$ cat config.mk
export PLATFORM = sky130hd
export DESIGN_NAME = mbdsf_steer_ctrl
export DESIGN_NICKNAME = d
export VERILOG_FILES = /design/src/hw/mbdsf_pkg.sv /design/src/hw/mbdsf_cycle_timer.sv /design/src/hw/mbdsf_steer_ctrl.sv
export SDC_FILE = /design/constraint.sdc
export NUM_CORES = 1
export LEC_CHECK = 0
export ABC_AREA = 1
export BUFFER_PORTS_ARGS = -buffer_cell sky130_fd_sc_hd__buf_2
export CAP_MARGIN = 20
export CORE_ASPECT_RATIO = 1.2
export CORE_MARGIN = 2
export CORE_UTILIZATION = 40
export CTS_CLUSTER_DIAMETER = 100
export DETAILED_ROUTE_END_ITERATION = 7
export GPL_TIMING_DRIVEN = 0
export PLACE_DENSITY = 0.68
export REMOVE_ABC_BUFFERS = 1
export SYNTH_ARGS = -nofsm -noshare
export SYNTH_HDL_FRONTEND = slang
export SYNTH_SLANG_ARGS = --single-unit
$ cat constraint.sdc
create_clock -name ref_clk -period 1.27 [get_ports ref_clk]
set_clock_uncertainty 0.1 [all_clocks]
set_input_delay 0.127 -clock ref_clk [delete_from_list [all_inputs] [get_ports ref_clk]]
set_output_delay 0.127 -clock ref_clk [all_outputs]
set_load 0.005 [all_outputs]
$ cat src/hw/mbdsf_pkg.sv
package mbdsf_pkg;

   // ----------------------------------------------------------------
   // Register map
   // ----------------------------------------------------------------
   localparam logic [7:0] MBDSF_OFF_CTRL0 = 8'h76; // First pair control
   localparam logic [7:0] MBDSF_OFF_CTRL1 = 8'h77; // Second pair control
   localparam logic [7:0] MBDSF_CTRL_RESET = 8'h0c; // Fast off, no channel, pair off
   localparam logic [7:0] MBDSF_WMASK_ROUTE = 8'h8f; // Writable bits, routing variant
   localparam logic [7:0] MBDSF_WMASK_PLAIN = 8'h87; // Writable bits, bit 3 reserved
   localparam logic [7:0] MBDSF_RDATA_IDLE = 8'h00; // Read data outside a read answer

   // ----------------------------------------------------------------
   // Channel coding
   // ----------------------------------------------------------------
   localparam logic [2:0] MBDSF_CHAN_NONE = 3'h4; // Code that selects no channel
   localparam int MBDSF_NUM_PAIRS = 2; // Motherboard request/ack pairs
   localparam int MBDSF_NUM_CHANS = 8; // Compatible channel slots (4 is cascade)

   // ----------------------------------------------------------------
   // Timing
   // ----------------------------------------------------------------
   localparam int MBDSF_CLK_PERIOD_NS = 25; // Bridge clock, 40 MHz
   localparam int MBDSF_SYSCLK_PERIOD_NS = 125; // ISA bus clock, 8 MHz
   localparam int MBDSF_SYSCLK_DIV = (MBDSF_SYSCLK_PERIOD_NS + MBDSF_CLK_PERIOD_NS - 1)
      / MBDSF_CLK_PERIOD_NS; // Bridge clocks per ISA clock
   localparam logic [3:0] MBDSF_FAST_SYSCLKS = 4'h3; // Type F cycle length
   localparam logic [3:0] MBDSF_COMPAT_SYSCLKS = 4'h8; // Compatible cycle length

   // ----------------------------------------------------------------
   // Types
   // ----------------------------------------------------------------
   typedef struct packed {
      logic fast; // Type F and buffer enable
      logic [2:0] reserved; // Always zero
      logic mb_channel_disable; // 1: slot pair serves the channel
      logic [2:0] channel_select; // Chosen compatible channel
   } mbdsf_ctrl_type;

   typedef enum logic [1:0] {
      MBDSF_IDLE = 2'b01, // No transfer cycle
      MBDSF_RUN = 2'b10 // Transfer cycle in progress
   } mbdsf_cyc_state_type;

endpackage : mbdsf_pkg

$ cat src/hw/mbdsf_cycle_timer.sv
`timescale 1ns/1ps
module mbdsf_cycle_timer (
   input wire logic ref_clk, // Bridge clock
   input wire logic rst, // Synchronous reset, active high
   input wire logic sys_en, // One-cycle ISA clock enable
   input wire logic start, // Transfer cycle request pulse
   input wire logic fast, // Channel runs type F cycles
   output logic busy // Transfer cycle in progress
);
   import mbdsf_pkg::*;

   // ----------------------------------------------------------------
   // State
   // ----------------------------------------------------------------
   mbdsf_cyc_state_type state_reg; // Cycle state
   logic [3:0] count_reg; // ISA clocks left in the cycle
   logic [3:0] ticks_reg; // ISA clocks seen, checked only
   logic [3:0] len_reg; // Length loaded, checked only

   // Cycle length chosen at start, held for the whole cycle
   always_ff @(posedge ref_clk) begin
      if (rst) begin
         state_reg <= MBDSF_IDLE;
         count_reg <= 4'h0;
         len_reg <= 4'h0;
      end else begin
         case (state_reg)
            MBDSF_IDLE: begin
               if (start) begin
                  // Type F cycle is three ISA clocks
                  count_reg <= fast ? MBDSF_FAST_SYSCLKS : MBDSF_COMPAT_SYSCLKS;
                  len_reg <= fast ? MBDSF_FAST_SYSCLKS : MBDSF_COMPAT_SYSCLKS;
                  state_reg <= MBDSF_RUN;
               end
            end
            MBDSF_RUN: begin
               // Starts during a cycle are ignored
               if (sys_en) begin
                  if (count_reg == 4'h1) begin
                     state_reg <= MBDSF_IDLE;
                  end
                  count_reg <= count_reg - 4'h1;
               end
            end
            default: begin
               state_reg <= MBDSF_IDLE;
            end
         endcase
      end
   end

   // Busy straight from the state flop
   assign busy = (state_reg == MBDSF_RUN);

   // Tick counter for the length check
   always_ff @(posedge ref_clk) begin
      if (rst || (state_reg == MBDSF_IDLE)) begin
         ticks_reg <= 4'h0;
      end else if (sys_en) begin
         ticks_reg <= ticks_reg + 4'h1;
      end
   end

   // ----------------------------------------------------------------
   // Checks
   // ----------------------------------------------------------------
   property p_cycle_len;
      @(posedge ref_clk) disable iff (rst)
      $fell(busy) |-> (ticks_reg == len_reg);
   endproperty
   a_cycle_len: assert property (p_cycle_len)
      else $error("transfer cycle length wrong");

   property p_fast_load;
      @(posedge ref_clk) disable iff (rst)
      (start && fast && !busy) |=> (busy && count_reg == MBDSF_FAST_SYSCLKS);
   endproperty
   a_fast_load: assert property (p_fast_load)
      else $error("type F cycle not three ISA clocks");

   c_fast_cycle: cover property (@(posedge ref_clk) disable iff (rst)
      $fell(busy) && len_reg == MBDSF_FAST_SYSCLKS);

endmodule : mbdsf_cycle_timer

$ cat src/hw/mbdsf_steer_ctrl.sv
// What this block does
// - Two byte registers at consecutive offsets.
// - Reset value: fast off, no channel, disabled.
// - Fast mode runs three-ISA-clock type F cycles.
// - Bit 7 enables type F and buffer.
// - Channel codes 0-3, 5-7; 100 selects none.
// - Bit 3 clear routes pair to channel.
// - Bit 3 set: slot pair serves channel.
// - Routed channel masks slot request and ack.
// - Bit 3 set ignores pair, ack inactive.
// - Routed plus fast also enables type F.
// - Bit 3 and fast enable slot type F.
// - Non-routing variant: fast only, bit 3 reserved.
//
// Local design decision: the address-and-strobe port.
`timescale 1ns/1ps
module mbdsf_steer_ctrl #(
   parameter bit ROUTING = 1'b1, // 1: routing variant, 0: fast-only variant
   parameter int SYSCLK_DIV = mbdsf_pkg::MBDSF_SYSCLK_DIV // Bridge clocks per ISA clock
) (
   input wire logic ref_clk, // Bridge clock, 40 MHz
   input wire logic rst, // Synchronous reset, active high
   input wire logic [7:0] addr, // Register offset
   input wire logic [7:0] wdata, // Write data
   input wire logic wr_en, // Write strobe
   input wire logic rd_en, // Read strobe
   output logic [7:0] rdata, // Read data, cycle after strobe
   input wire logic [1:0] mb_dma_request, // Motherboard requests
   output logic [1:0] mb_dma_ack_n, // Motherboard acks, low active
   input wire logic [7:0] isa_dreq, // Slot requests per channel
   output logic [7:0] isa_dack_n, // Slot acks per channel, low active
   output logic [7:0] ctl_dreq, // Requests to the DMA controller
   input wire logic [7:0] ctl_dack_n, // Acks from the DMA controller
   output logic [7:0] fast_enable, // Type F and 4-byte buffer per channel
   input wire logic [7:0] xfer_start, // Controller starts a transfer cycle
   output logic [7:0] xfer_busy // Transfer cycle timing per channel
);
   import mbdsf_pkg::*;

   // ----------------------------------------------------------------
   // Declarations
   // ----------------------------------------------------------------
   mbdsf_ctrl_type ctrl_reg [MBDSF_NUM_PAIRS]; // Control registers
   logic [7:0] wmask; // Writable bits for this variant
   logic [3:0] div_cnt_reg; // ISA clock divider
   logic sys_en_reg; // ISA clock enable pulse
   logic [7:0] ctl_dreq_next; // Steered requests
   logic [7:0] isa_dack_n_next; // Steered slot acks
   logic [1:0] mb_ack_n_next; // Steered motherboard acks
   logic [7:0] fast_next; // Per-channel fast enables
   logic [7:0] rdata_next; // Read answer

   // Bit 3 exists only when routing
   assign wmask = ROUTING ? MBDSF_WMASK_ROUTE : MBDSF_WMASK_PLAIN;

   // ----------------------------------------------------------------
   // Decode helpers
   // ----------------------------------------------------------------
   // Pair owns its channel: routing, bit 3 clear, real channel
   function automatic logic pair_routed(input mbdsf_ctrl_type c);
      pair_routed = ROUTING && !c.mb_channel_disable
         && (c.channel_select != MBDSF_CHAN_NONE);
   endfunction : pair_routed

   // Fast applies to a real channel only
   function automatic logic pair_fast(input mbdsf_ctrl_type c);
      pair_fast = c.fast && (c.channel_select != MBDSF_CHAN_NONE);
   endfunction : pair_fast

   // ----------------------------------------------------------------
   // Register file
   // ----------------------------------------------------------------
   // Writes store only writable bits; reserved stay zero
   always_ff @(posedge ref_clk) begin
      if (rst) begin
         for (int p = 0; p < MBDSF_NUM_PAIRS; p++) begin
            ctrl_reg[p] <= mbdsf_ctrl_type'(MBDSF_CTRL_RESET & wmask);
         end
      end else if (wr_en) begin
         if (addr == MBDSF_OFF_CTRL0) begin
            ctrl_reg[0] <= mbdsf_ctrl_type'(wdata & wmask);
         end
         if (addr == MBDSF_OFF_CTRL1) begin
            ctrl_reg[1] <= mbdsf_ctrl_type'(wdata & wmask);
         end
      end
   end

   // Read mux; unmapped offsets answer zero
   always_comb begin
      rdata_next = MBDSF_RDATA_IDLE;
      if (rd_en) begin
         case (addr)
            MBDSF_OFF_CTRL0: rdata_next = ctrl_reg[0];
            MBDSF_OFF_CTRL1: rdata_next = ctrl_reg[1];
            default: rdata_next = MBDSF_RDATA_IDLE;
         endcase
      end
   end

   // Read data stands only in the cycle after the strobe
   always_ff @(posedge ref_clk) begin
      if (rst) begin
         rdata <= MBDSF_RDATA_IDLE;
      end else begin
         rdata <= rdata_next;
      end
   end

   // ----------------------------------------------------------------
   // ISA clock enable
   // ----------------------------------------------------------------
   // One pulse every SYSCLK_DIV bridge clocks
   always_ff @(posedge ref_clk) begin
      if (rst) begin
         div_cnt_reg <= 4'h0;
         sys_en_reg <= 1'b0;
      end else if (div_cnt_reg == 4'(SYSCLK_DIV - 1)) begin
         div_cnt_reg <= 4'h0;
         sys_en_reg <= 1'b1;
      end else begin
         div_cnt_reg <= div_cnt_reg + 4'h1;
         sys_en_reg <= 1'b0;
      end
   end

   // ----------------------------------------------------------------
   // Request / acknowledge steering
   // ----------------------------------------------------------------
   // Pair 0 is applied last so it wins a shared channel; sharing
   // is a software fault and the result is only kept deterministic.
   always_comb begin
      ctl_dreq_next = isa_dreq; // Slot pairs by default
      isa_dack_n_next = ctl_dack_n;
      mb_ack_n_next = 2'b11; // Motherboard acks idle
      fast_next = 8'h00;
      for (int p = MBDSF_NUM_PAIRS - 1; p >= 0; p--) begin
         if (pair_routed(ctrl_reg[p])) begin
            // Motherboard pair replaces the slot pair
            ctl_dreq_next[ctrl_reg[p].channel_select] = mb_dma_request[p];
            isa_dack_n_next[ctrl_reg[p].channel_select] = 1'b1;
            mb_ack_n_next[p] = ctl_dack_n[ctrl_reg[p].channel_select];
         end
         if (pair_fast(ctrl_reg[p])) begin
            // Routed or slot device alike
            fast_next[ctrl_reg[p].channel_select] = 1'b1;
         end
      end
   end

   // Steering outputs registered
   always_ff @(posedge ref_clk) begin
      if (rst) begin
         ctl_dreq <= 8'h00;
         isa_dack_n <= 8'hff;
         mb_dma_ack_n <= 2'b11;
      end else begin
         ctl_dreq <= ctl_dreq_next;
         isa_dack_n <= isa_dack_n_next;
         mb_dma_ack_n <= mb_ack_n_next;
      end
   end

   // Fast enables registered
   always_ff @(posedge ref_clk) begin
      if (rst) begin
         fast_enable <= 8'h00;
      end else begin
         fast_enable <= fast_next;
      end
   end

   // ----------------------------------------------------------------
   // Transfer cycle timing per channel
   // ----------------------------------------------------------------
   for (genvar c = 0; c < MBDSF_NUM_CHANS; c++) begin : g_timer
      mbdsf_cycle_timer u_timer (
         .ref_clk(ref_clk),
         .rst(rst),
         .sys_en(sys_en_reg),
         .start(xfer_start[c]),
         .fast(fast_enable[c]),
         .busy(xfer_busy[c])
      );
   end

   // ----------------------------------------------------------------
   // Checks
   // ----------------------------------------------------------------
   property p_reset_value;
      @(posedge ref_clk) rst |=> (ctrl_reg[0] == (MBDSF_CTRL_RESET & wmask))
         && (ctrl_reg[1] == (MBDSF_CTRL_RESET & wmask));
   endproperty
   a_reset_value: assert property (p_reset_value)
      else $error("control reset value wrong");

   property p_readback;
      @(posedge ref_clk) disable iff (rst)
      (wr_en && addr == MBDSF_OFF_CTRL1) ##1 (rd_en && addr == MBDSF_OFF_CTRL1)
         |=> (rdata == (($past(wdata, 2)) & wmask));
   endproperty
   a_readback: assert property (p_readback)
      else $error("read back differs from written value");

   property p_reserved_zero;
      @(posedge ref_clk) disable iff (rst)
      1'b1 |-> ((rdata & ~wmask) == 8'h00);
   endproperty
   a_reserved_zero: assert property (p_reserved_zero)
      else $error("reserved bits read nonzero");

   property p_fast_on;
      @(posedge ref_clk) disable iff (rst)
      pair_fast(ctrl_reg[0]) |=> fast_enable[$past(ctrl_reg[0].channel_select)];
   endproperty
   a_fast_on: assert property (p_fast_on)
      else $error("fast enable missing on selected channel");

   property p_none_code;
      @(posedge ref_clk) disable iff (rst)
      (ctrl_reg[0].channel_select == MBDSF_CHAN_NONE
         && ctrl_reg[1].channel_select == MBDSF_CHAN_NONE)
         |=> (fast_enable == 8'h00) && (ctl_dreq == $past(isa_dreq));
   endproperty
   a_none_code: assert property (p_none_code)
      else $error("code 100 selected a channel");

   property p_route_req;
      @(posedge ref_clk) disable iff (rst)
      pair_routed(ctrl_reg[0])
         |=> ctl_dreq[$past(ctrl_reg[0].channel_select)] == $past(mb_dma_request[0]);
   endproperty
   a_route_req: assert property (p_route_req)
      else $error("motherboard request not steered");

   property p_mask_slot;
      @(posedge ref_clk) disable iff (rst)
      pair_routed(ctrl_reg[1]) |=> isa_dack_n[$past(ctrl_reg[1].channel_select)];
   endproperty
   a_mask_slot: assert property (p_mask_slot)
      else $error("slot ack active on routed channel");

   property p_slot_path;
      @(posedge ref_clk) disable iff (rst)
      (!pair_routed(ctrl_reg[0]) && !pair_routed(ctrl_reg[1]))
         |=> (ctl_dreq == $past(isa_dreq)) && (isa_dack_n == $past(ctl_dack_n));
   endproperty
   a_slot_path: assert property (p_slot_path)
      else $error("slot pair not passed through");

   property p_mb_ignored;
      @(posedge ref_clk) disable iff (rst)
      ctrl_reg[0].mb_channel_disable |=> mb_dma_ack_n[0];
   endproperty
   a_mb_ignored: assert property (p_mb_ignored)
      else $error("motherboard ack active while disabled");

   // Routed pair sees the ack of its channel
   property p_route_ack;
      @(posedge ref_clk) disable iff (rst)
      (pair_routed(ctrl_reg[0]) && !ctl_dack_n[ctrl_reg[0].channel_select])
         |=> !mb_dma_ack_n[0];
   endproperty
   a_route_ack: assert property (p_route_ack)
      else $error("motherboard ack not steered");

   // Second pair steers too, unless pair 0 holds the same channel
   property p_route_req1;
      @(posedge ref_clk) disable iff (rst)
      (pair_routed(ctrl_reg[1]) && ctrl_reg[1].channel_select != ctrl_reg[0].channel_select)
         |=> ctl_dreq[$past(ctrl_reg[1].channel_select)] == $past(mb_dma_request[1]);
   endproperty
   a_route_req1: assert property (p_route_req1)
      else $error("second motherboard request not steered");

   // Slot ack held idle under the first pair as well
   property p_mask_slot0;
      @(posedge ref_clk) disable iff (rst)
      pair_routed(ctrl_reg[0]) |=> isa_dack_n[$past(ctrl_reg[0].channel_select)];
   endproperty
   a_mask_slot0: assert property (p_mask_slot0)
      else $error("slot ack active on first routed channel");

   // Second motherboard ack idle while its pair is disabled
   property p_mb_ignored1;
      @(posedge ref_clk) disable iff (rst)
      ctrl_reg[1].mb_channel_disable |=> mb_dma_ack_n[1];
   endproperty
   a_mb_ignored1: assert property (p_mb_ignored1)
      else $error("second motherboard ack active while disabled");

   // No fast bit anywhere means no fast channel
   property p_fast_off;
      @(posedge ref_clk) disable iff (rst)
      (!pair_fast(ctrl_reg[0]) && !pair_fast(ctrl_reg[1])) |=> (fast_enable == 8'h00);
   endproperty
   a_fast_off: assert property (p_fast_off)
      else $error("fast enable set with fast mode off");

   // Fast-only variant never steers a motherboard pair
   property p_plain_only;
      @(posedge ref_clk) disable iff (rst)
      (!ROUTING) |=> (mb_dma_ack_n == 2'b11) && (ctl_dreq == $past(isa_dreq));
   endproperty
   a_plain_only: assert property (p_plain_only)
      else $error("fast-only variant steered a pair");

   // Read data fall back to idle outside a read answer
   property p_rdata_idle;
      @(posedge ref_clk) disable iff (rst)
      !rd_en |=> (rdata == MBDSF_RDATA_IDLE);
   endproperty
   a_rdata_idle: assert property (p_rdata_idle)
      else $error("read data outside a read answer");

   c_route_fast: cover property (@(posedge ref_clk) disable iff (rst)
      pair_routed(ctrl_reg[0]) && ctrl_reg[0].fast && !mb_dma_ack_n[0]);
   c_slot_fast: cover property (@(posedge ref_clk) disable iff (rst)
      ctrl_reg[1].mb_channel_disable && pair_fast(ctrl_reg[1]));
   c_both_routed: cover property (@(posedge ref_clk) disable iff (rst)
      pair_routed(ctrl_reg[0]) && pair_routed(ctrl_reg[1]));

endmodule : mbdsf_steer_ctrl

==> impl_metrics.tcl, run 1 <==
set metrics [dict create \
    vias_per_cell 4.78 \
    rr_endpoint "ctl_dreq[0]$_SDFF_PP0_" \
    clk_latency_ns 0.34 \
    dieArea_um2 12600 \
    grt.overflow.total 0 \
    total_power_uw 6920 \
    post-place-ws_ns -0.690 \
    die_h_um 123 \
    ys_ff_latch 94 \
    peakVddDrop_mv 0.705 \
    firstDrtPassIters 5 \
    fmax_mhz 713 \
    grt_pass1_vias 3931 \
    hold_viol 1 \
    regToRegSetupSlack_ns -0.13 \
    initial_core_util_pct 40.8 \
    rsz0062_at_grt "yes" \
    cts_sinks 94 \
    dpl_cell_area_um2 5070 \
    antenna_cells 0 \
    track_usage_pct 18.3 \
    crit_fanout 6 \
    critPathArrivalTime_ns 1.55 \
    p_leak_uw 0.00297 \
    end_kind "flip-flop" \
    grt_first_pass_wirelength_um 17900 \
    run_status "finished with violations" \
    synth_area_um2 4700 \
    fin_nets 841 \
    largest_reg_flops 32 \
    crit_type "flip-flop to flip-flop" \
    synth.yosys.seq_area_share_pct 42.2 \
    max_cap_violations 0 \
    port_buffers 81 \
    pin_count 88 \
    antenna_found_initial 0 \
    fillers 1136 \
    postRouteAntennaNets 0 \
    wl_per_cell_um 12.6 \
    area_growth_pct 27.5 \
    postRouteWirelength_um 11900 \
    final-setup-viol-count 14 \
    dr.first_iter.drc_count 213 \
    coreArea_um2 11500 \
    violations "negative hold slack, negative setup slack" \
    min_period_ns 1.40 \
    critPathRequiredTime_ns 1.41 \
    setup_ws_ns -0.133 \
    h-tree-depth 3 \
    rr_worst_depth 8 \
    hpwl_um 7430 \
    slew_viol_final 0 \
    cts_tree "done" \
    synth_cell_types 28 \
    r2r-start "ctrl_reg[0][6]$_DFFE_PP_" \
    worstMarginPinSlew_ns 0.506 \
    ys_warn_count 0 \
    power_density_nw_per_um2 1150 \
    dieWidth_um 103 \
    final_area_um2 5990 \
    grt_max_degree 49 \
    gp_congestion 0.886 \
    num_vias 4493 \
    syn_avg_cell_area_um2 7.04 \
    crit_path_end "ctl_dreq[0]$_SDFF_PP0_" \
    drive_gt1_share_pct 27.4 \
    stdcell_count 939 \
    placementRows 43 \
    clk_pin_slew_ns 0.07 \
    finalCritPeriodShare_pct 110 \
    holdCritPathClass "input port to flip-flop" \
    cp-start-kind "flip-flop" \
    postSynthCellCount 668 \
    crit_start "ctrl_reg[0][6]$_DFFE_PP_" \
    drc 0 \
    cts_root_buffer "clkbuf_16" \
    holdWs_ns -0.00462 \
    cts_buffers 9 \
    placed_cells 872 \
    clk_path_buf_depth 2 \
    relSlewSlack_pct 66.3 \
]
[worst min path at each step]
stage | start | to | cells past startpoint
after global routing | xfer_start[6] | g_timer[6].u_timer.state_reg[1]$_SDFFE_PP0P_ | 3
after global placement | ctl_dack_n[4] | isa_dack_n[4]$_SDFF_PP1_ | 2
after detailed placement | ctl_dack_n[4] | isa_dack_n[4]$_SDFF_PP1_ | 2
after floorplan | rst | fast_enable[0]$_SDFF_PP0_ | 1
final | xfer_start[6] | g_timer[6].u_timer.state_reg[1]$_SDFFE_PP0P_ | 3
after CTS | xfer_start[6] | g_timer[6].u_timer.state_reg[1]$_SDFFE_PP0P_ | 3
[routing by layer]
metal | vias up | share of wire [%] | GRT usage, %
met2 | 161 | 51 | 32.8
met1 | 2007 | 42 | 21.5
met3 | 17 | 6.1 | 4.61
met5 | - | 0 | 0
li1 | 2308 | - | -
met4 | 0 | 1.3 | 5.10
[worst max-delay path: stages, from the launching register on]
cell      delay, ns
edfxtp_1       0.52
nor2_2         0.19
nand2_1        0.11
inv_2          0.08
nand2_1        0.06
nand2_1        0.08
nand3_1        0.07
nand2_1        0.06
inv_1          0.03
[synthesized netlist by cell type]
cell | number | area [um2]
nand3_1 | 90 | 450
inv_1 | 112 | 420
buf_4 | 21 | 158
or2_2 | 1 | 6.26
o22ai_1 | 3 | 18.8
nand2_2 | 2 | 12.5
buf_1 | 2 | 7.51
inv_2 | 2 | 7.51
edfxtp_1 | 10 | 300
nor2_4 | 1 | 11.3
buf_2 | 13 | 65.1
nor3_2 | 3 | 30.0
xnor2_1 | 1 | 8.76
nor3_1 | 1 | 5.00
conb_1 | 1 | 3.75
nor2_2 | 1 | 6.26
buf_6 | 1 | 11.3
ha_1 | 18 | 225
nand2_1 | 138 | 518
a21oi_1 | 41 | 205
nand4_1 | 8 | 50.1
xor2_1 | 3 | 26.3
nand3b_1 | 2 | 15.0
o211ai_1 | 1 | 7.51
nor2_1 | 77 | 289
o21ai_0 | 26 | 130
a31oi_1 | 5 | 31.3
dfxtp_1 | 84 | 1680
[area by class of cell]
| type | count | area, um2 | area share (%) |
|---|---|---|---|
| timing repair buffer | 131 | 852 | 14.2 |
| tap | 157 | 196 | 3.28 |
| timing repair inverter | 1 | 7.51 | 0.125 |
| clock buffer | 12 | 236 | 3.95 |
| clock inverter | 4 | 25.0 | 0.418 |
| inverter | 114 | 434 | 7.24 |
| sequential | 94 | 2000 | 33.3 |
| multi-input combinational | 426 | 2250 | 37.5 |
[metrics by stage]
| stage | TNS (ns) | hold WS (ns) | util [%] |
|---|---|---|---|
| finish | -0.939 | -0.00462 | 52.1 |
| CTS | -0.319 | 0.00882 | 49.3 |
| floorplan | 0 | 0.0961 | - |
| detailed placement | -40.25 | 0.218 | 44.1 |
| global route | -2.27 | -0.000109 | 52.1 |
| global placement | -38.90 | 0.217 | 44.1 |
[kinds of logic after synthesis]
family                   Yosys count  synth area share [%]
AND/OR/NAND/NOR                  324                  29.6
buffers and inverters            151                  14.2
flip-flops                        94                  42.2
AO/OA/AOI/OAI                     76                  8.36
adder cells (fa/ha/maj)           18                  4.79
XOR/XNOR                           4                 0.745
other                              1                0.0798
[layout by cell type (no fill, tap or decap), types with 9 or more instances in the layout]
cell type / netlist / final
dlygate4sd3_1: 0 / 15
a21oi_1: 41 / 38
inv_1: 112 / 90
dfxtp_1: 84 / 75
nand3_1: 90 / 80
nand2_1: 138 / 117
o21ai_0: 26 / 26
ha_1: 18 / 18
buf_4: 21 / 30
nor2_1: 77 / 69
nand3_2: 0 / 10
buf_2: 13 / 80
clkbuf_16: 0 / 9
nand2_2: 2 / 22
inv_2: 2 / 22
edfxtp_1: 10 / 10
[what timing repair did]
action / 4_1_cts / 5_1_grt
pin swaps: 6 / 13
setup endpoints to repair: 104 / 59
cloned: 1 / 0
buffers inserted: 16 / 19
hold buffers: 15 / 0
endpoints found under the hold margin: 17 / 0
resized for setup: 32 / 61
[where the power goes]
group	internal, uW	switching (uW)
Sequential	3200	155
Clock	1320	1130
Combinational	465	653
Note: power is estimated with default switching activity, not from simulation.
==> run 2, diff against run 1 <==
Settings changed: PLACE_DENSITY 0.68 to 0.66.
Clock period 1.27 ns to 1.5 ns, I/O delays scaled along.
==> run 2 against run 1 <==
The flow now finishes without violations. Power decreased by 13%. Largest power group unchanged. Non-clock buffer count decreased by 25. Largest cell class unchanged. Die area unchanged.
==> impl_metrics.tcl, run 2 (synthesized netlist as in run 1, its figures left out) <==
set metrics [dict create \
    pin_count 88 \
    cts_buffers 9 \
    final-setup-viol-count 0 \
    clk_path_buf_depth 2 \
    clk_pin_slew_ns 0.06 \
    fin_nets 815 \
    dpl_cell_area_um2 5070 \
    min_from "wdata[2]" \
    area_growth_pct 19.4 \
    antenna_cells 0 \
    cts_sinks 94 \
    antenna_found_initial 0 \
    p_leak_uw 0.00287 \
    gp_congestion 0.926 \
    port_buffers 81 \
    dieArea_um2 12600 \
    crit_path_max_incr_delay_ns 0.52 \
    crit_type "flip-flop to flip-flop" \
    final_core_util_pct 48.8 \
    hold_viol 0 \
    critPathArrivalTime_ns 1.57 \
    peakVddDrop_mv 0.493 \
    initial_core_util_pct 40.8 \
    crit_fanout 6 \
    crit_family "flip-flops" \
    grt_pass1_vias 4167 \
    critPathRequiredTime_ns 1.64 \
    drive_gt1_share_pct 16.0 \
    postRouteAntennaNets 0 \
    fillers 1172 \
    run_status "complete, no violations" \
    grt_max_degree 49 \
    cts_tree "done" \
    final_area_um2 5610 \
    vias_per_cell 4.87 \
    crit_buf_inv 3 \
    coreArea_um2 11500 \
    largest_reg_flops 32 \
    h-tree-depth 3 \
    track_usage_pct 17.8 \
    die_h_um 123 \
    dr.first_iter.drc_count 197 \
    r2r-start "ctrl_reg[0][2]$_DFFE_PP_" \
    clk_latency_ns 0.34 \
    total_power_uw 6010 \
    min_period_ns 1.43 \
    hpwl_um 7810 \
    power_density_nw_per_um2 1070 \
    cp_slowest_cell "edfxtp_1" \
    cts_root_buffer "clkbuf_16" \
    firstDrtPassIters 5 \
    crit_start "ctrl_reg[0][2]$_DFFE_PP_" \
    slew_viol_final 0 \
    placementRows 43 \
    final_common_cell "nand2_1" \
    drc 0 \
    dieWidth_um 103 \
    end_kind "flip-flop" \
    wl_per_cell_um 11.9 \
    worstPathCellList "buf_4 -> nor3_2 -> nand3_1 -> nand2_1 -> inv_1 -> nand2_1 -> inv_1" \
    grt.overflow.total 0 \
    max_cap_violations 0 \
    holdCritPathClass "input port to flip-flop" \
    grt_first_pass_wirelength_um 17700 \
    postRouteWirelength_um 10900 \
    cp-start-kind "flip-flop" \
    holdWs_ns 0.0156 \
    rsz0062_at_grt "yes" \
    fmax_mhz 698 \
    final_cell_mix "nand2_1, inv_1, nand3_1" \
    num_vias 4444 \
    finalCritPeriodShare_pct 95.5 \
]
run 2: cell types whose count changed in the layout (fill, tap and decap cells not counted), sizes merged:
cell and delta:
bufinv +2, clkinv +1, clkinvlp -3, buf -23, dlygate4sd3 -3
run 2: area by class of cell:
type                       instances  area [um2]  share of cell area, %
multi-input combinational        426        2070                   36.8
sequential                        94        1990                   35.4
timing repair buffer             106         623                   11.1
inverter                         114         434                   7.74
clock buffer                      11         233                   4.15
tap                              157         196                   3.50
clock inverter                     5        73.8                   1.32
run 2: timing repair:
item / in CTS / in global routing
hold endpoints to repair: 13 / 0
gates resized for setup: 3 / 4
setup buffers: 0 / 13
hold buffers: 12 / 0
endpoints found under the setup margin: 52 / 27
gates cloned: 0 / 0
run 2: power breakdown:
group	internal, uW	switching, uW
Sequential	2700	124
Combinational	337	501
Clock	1450	898
run 2: per-stage QoR:
| stage | setup TNS [ns] | instances | setup slack (ns) |
|---|---|---|---|
| after global routing | -0.0929 | 913 | -0.0399 |
| after detailed placement | -22.97 | 872 | -0.533 |
| after CTS | 0 | 900 | 0.0352 |
| final | 0 | 913 | 0.0681 |
| after global placement | -19.92 | 872 | -0.487 |
| after floorplan | 0 | 634 | 0.246 |
run 2: layer usage:
metal  share of wire, %  global-route usage (%)
met1                 41                    19.1
met2                 51                    32.3
met3                5.9                    4.04
met4                2.2                    8.72
met5                  0                       0
run 2: path summary, 6_finish.rpt:
path                               end  slack (ns)  depth (start not counted)
max             ctl_dreq[0]$_SDFF_PP0_        0.07                          7
max reg2reg     ctl_dreq[0]$_SDFF_PP0_        0.07                          7
min           ctrl_reg[0][2]$_DFFE_PP_        0.02                          2
min reg2reg  div_cnt_reg[0]$_SDFF_PP0_        0.36                          1
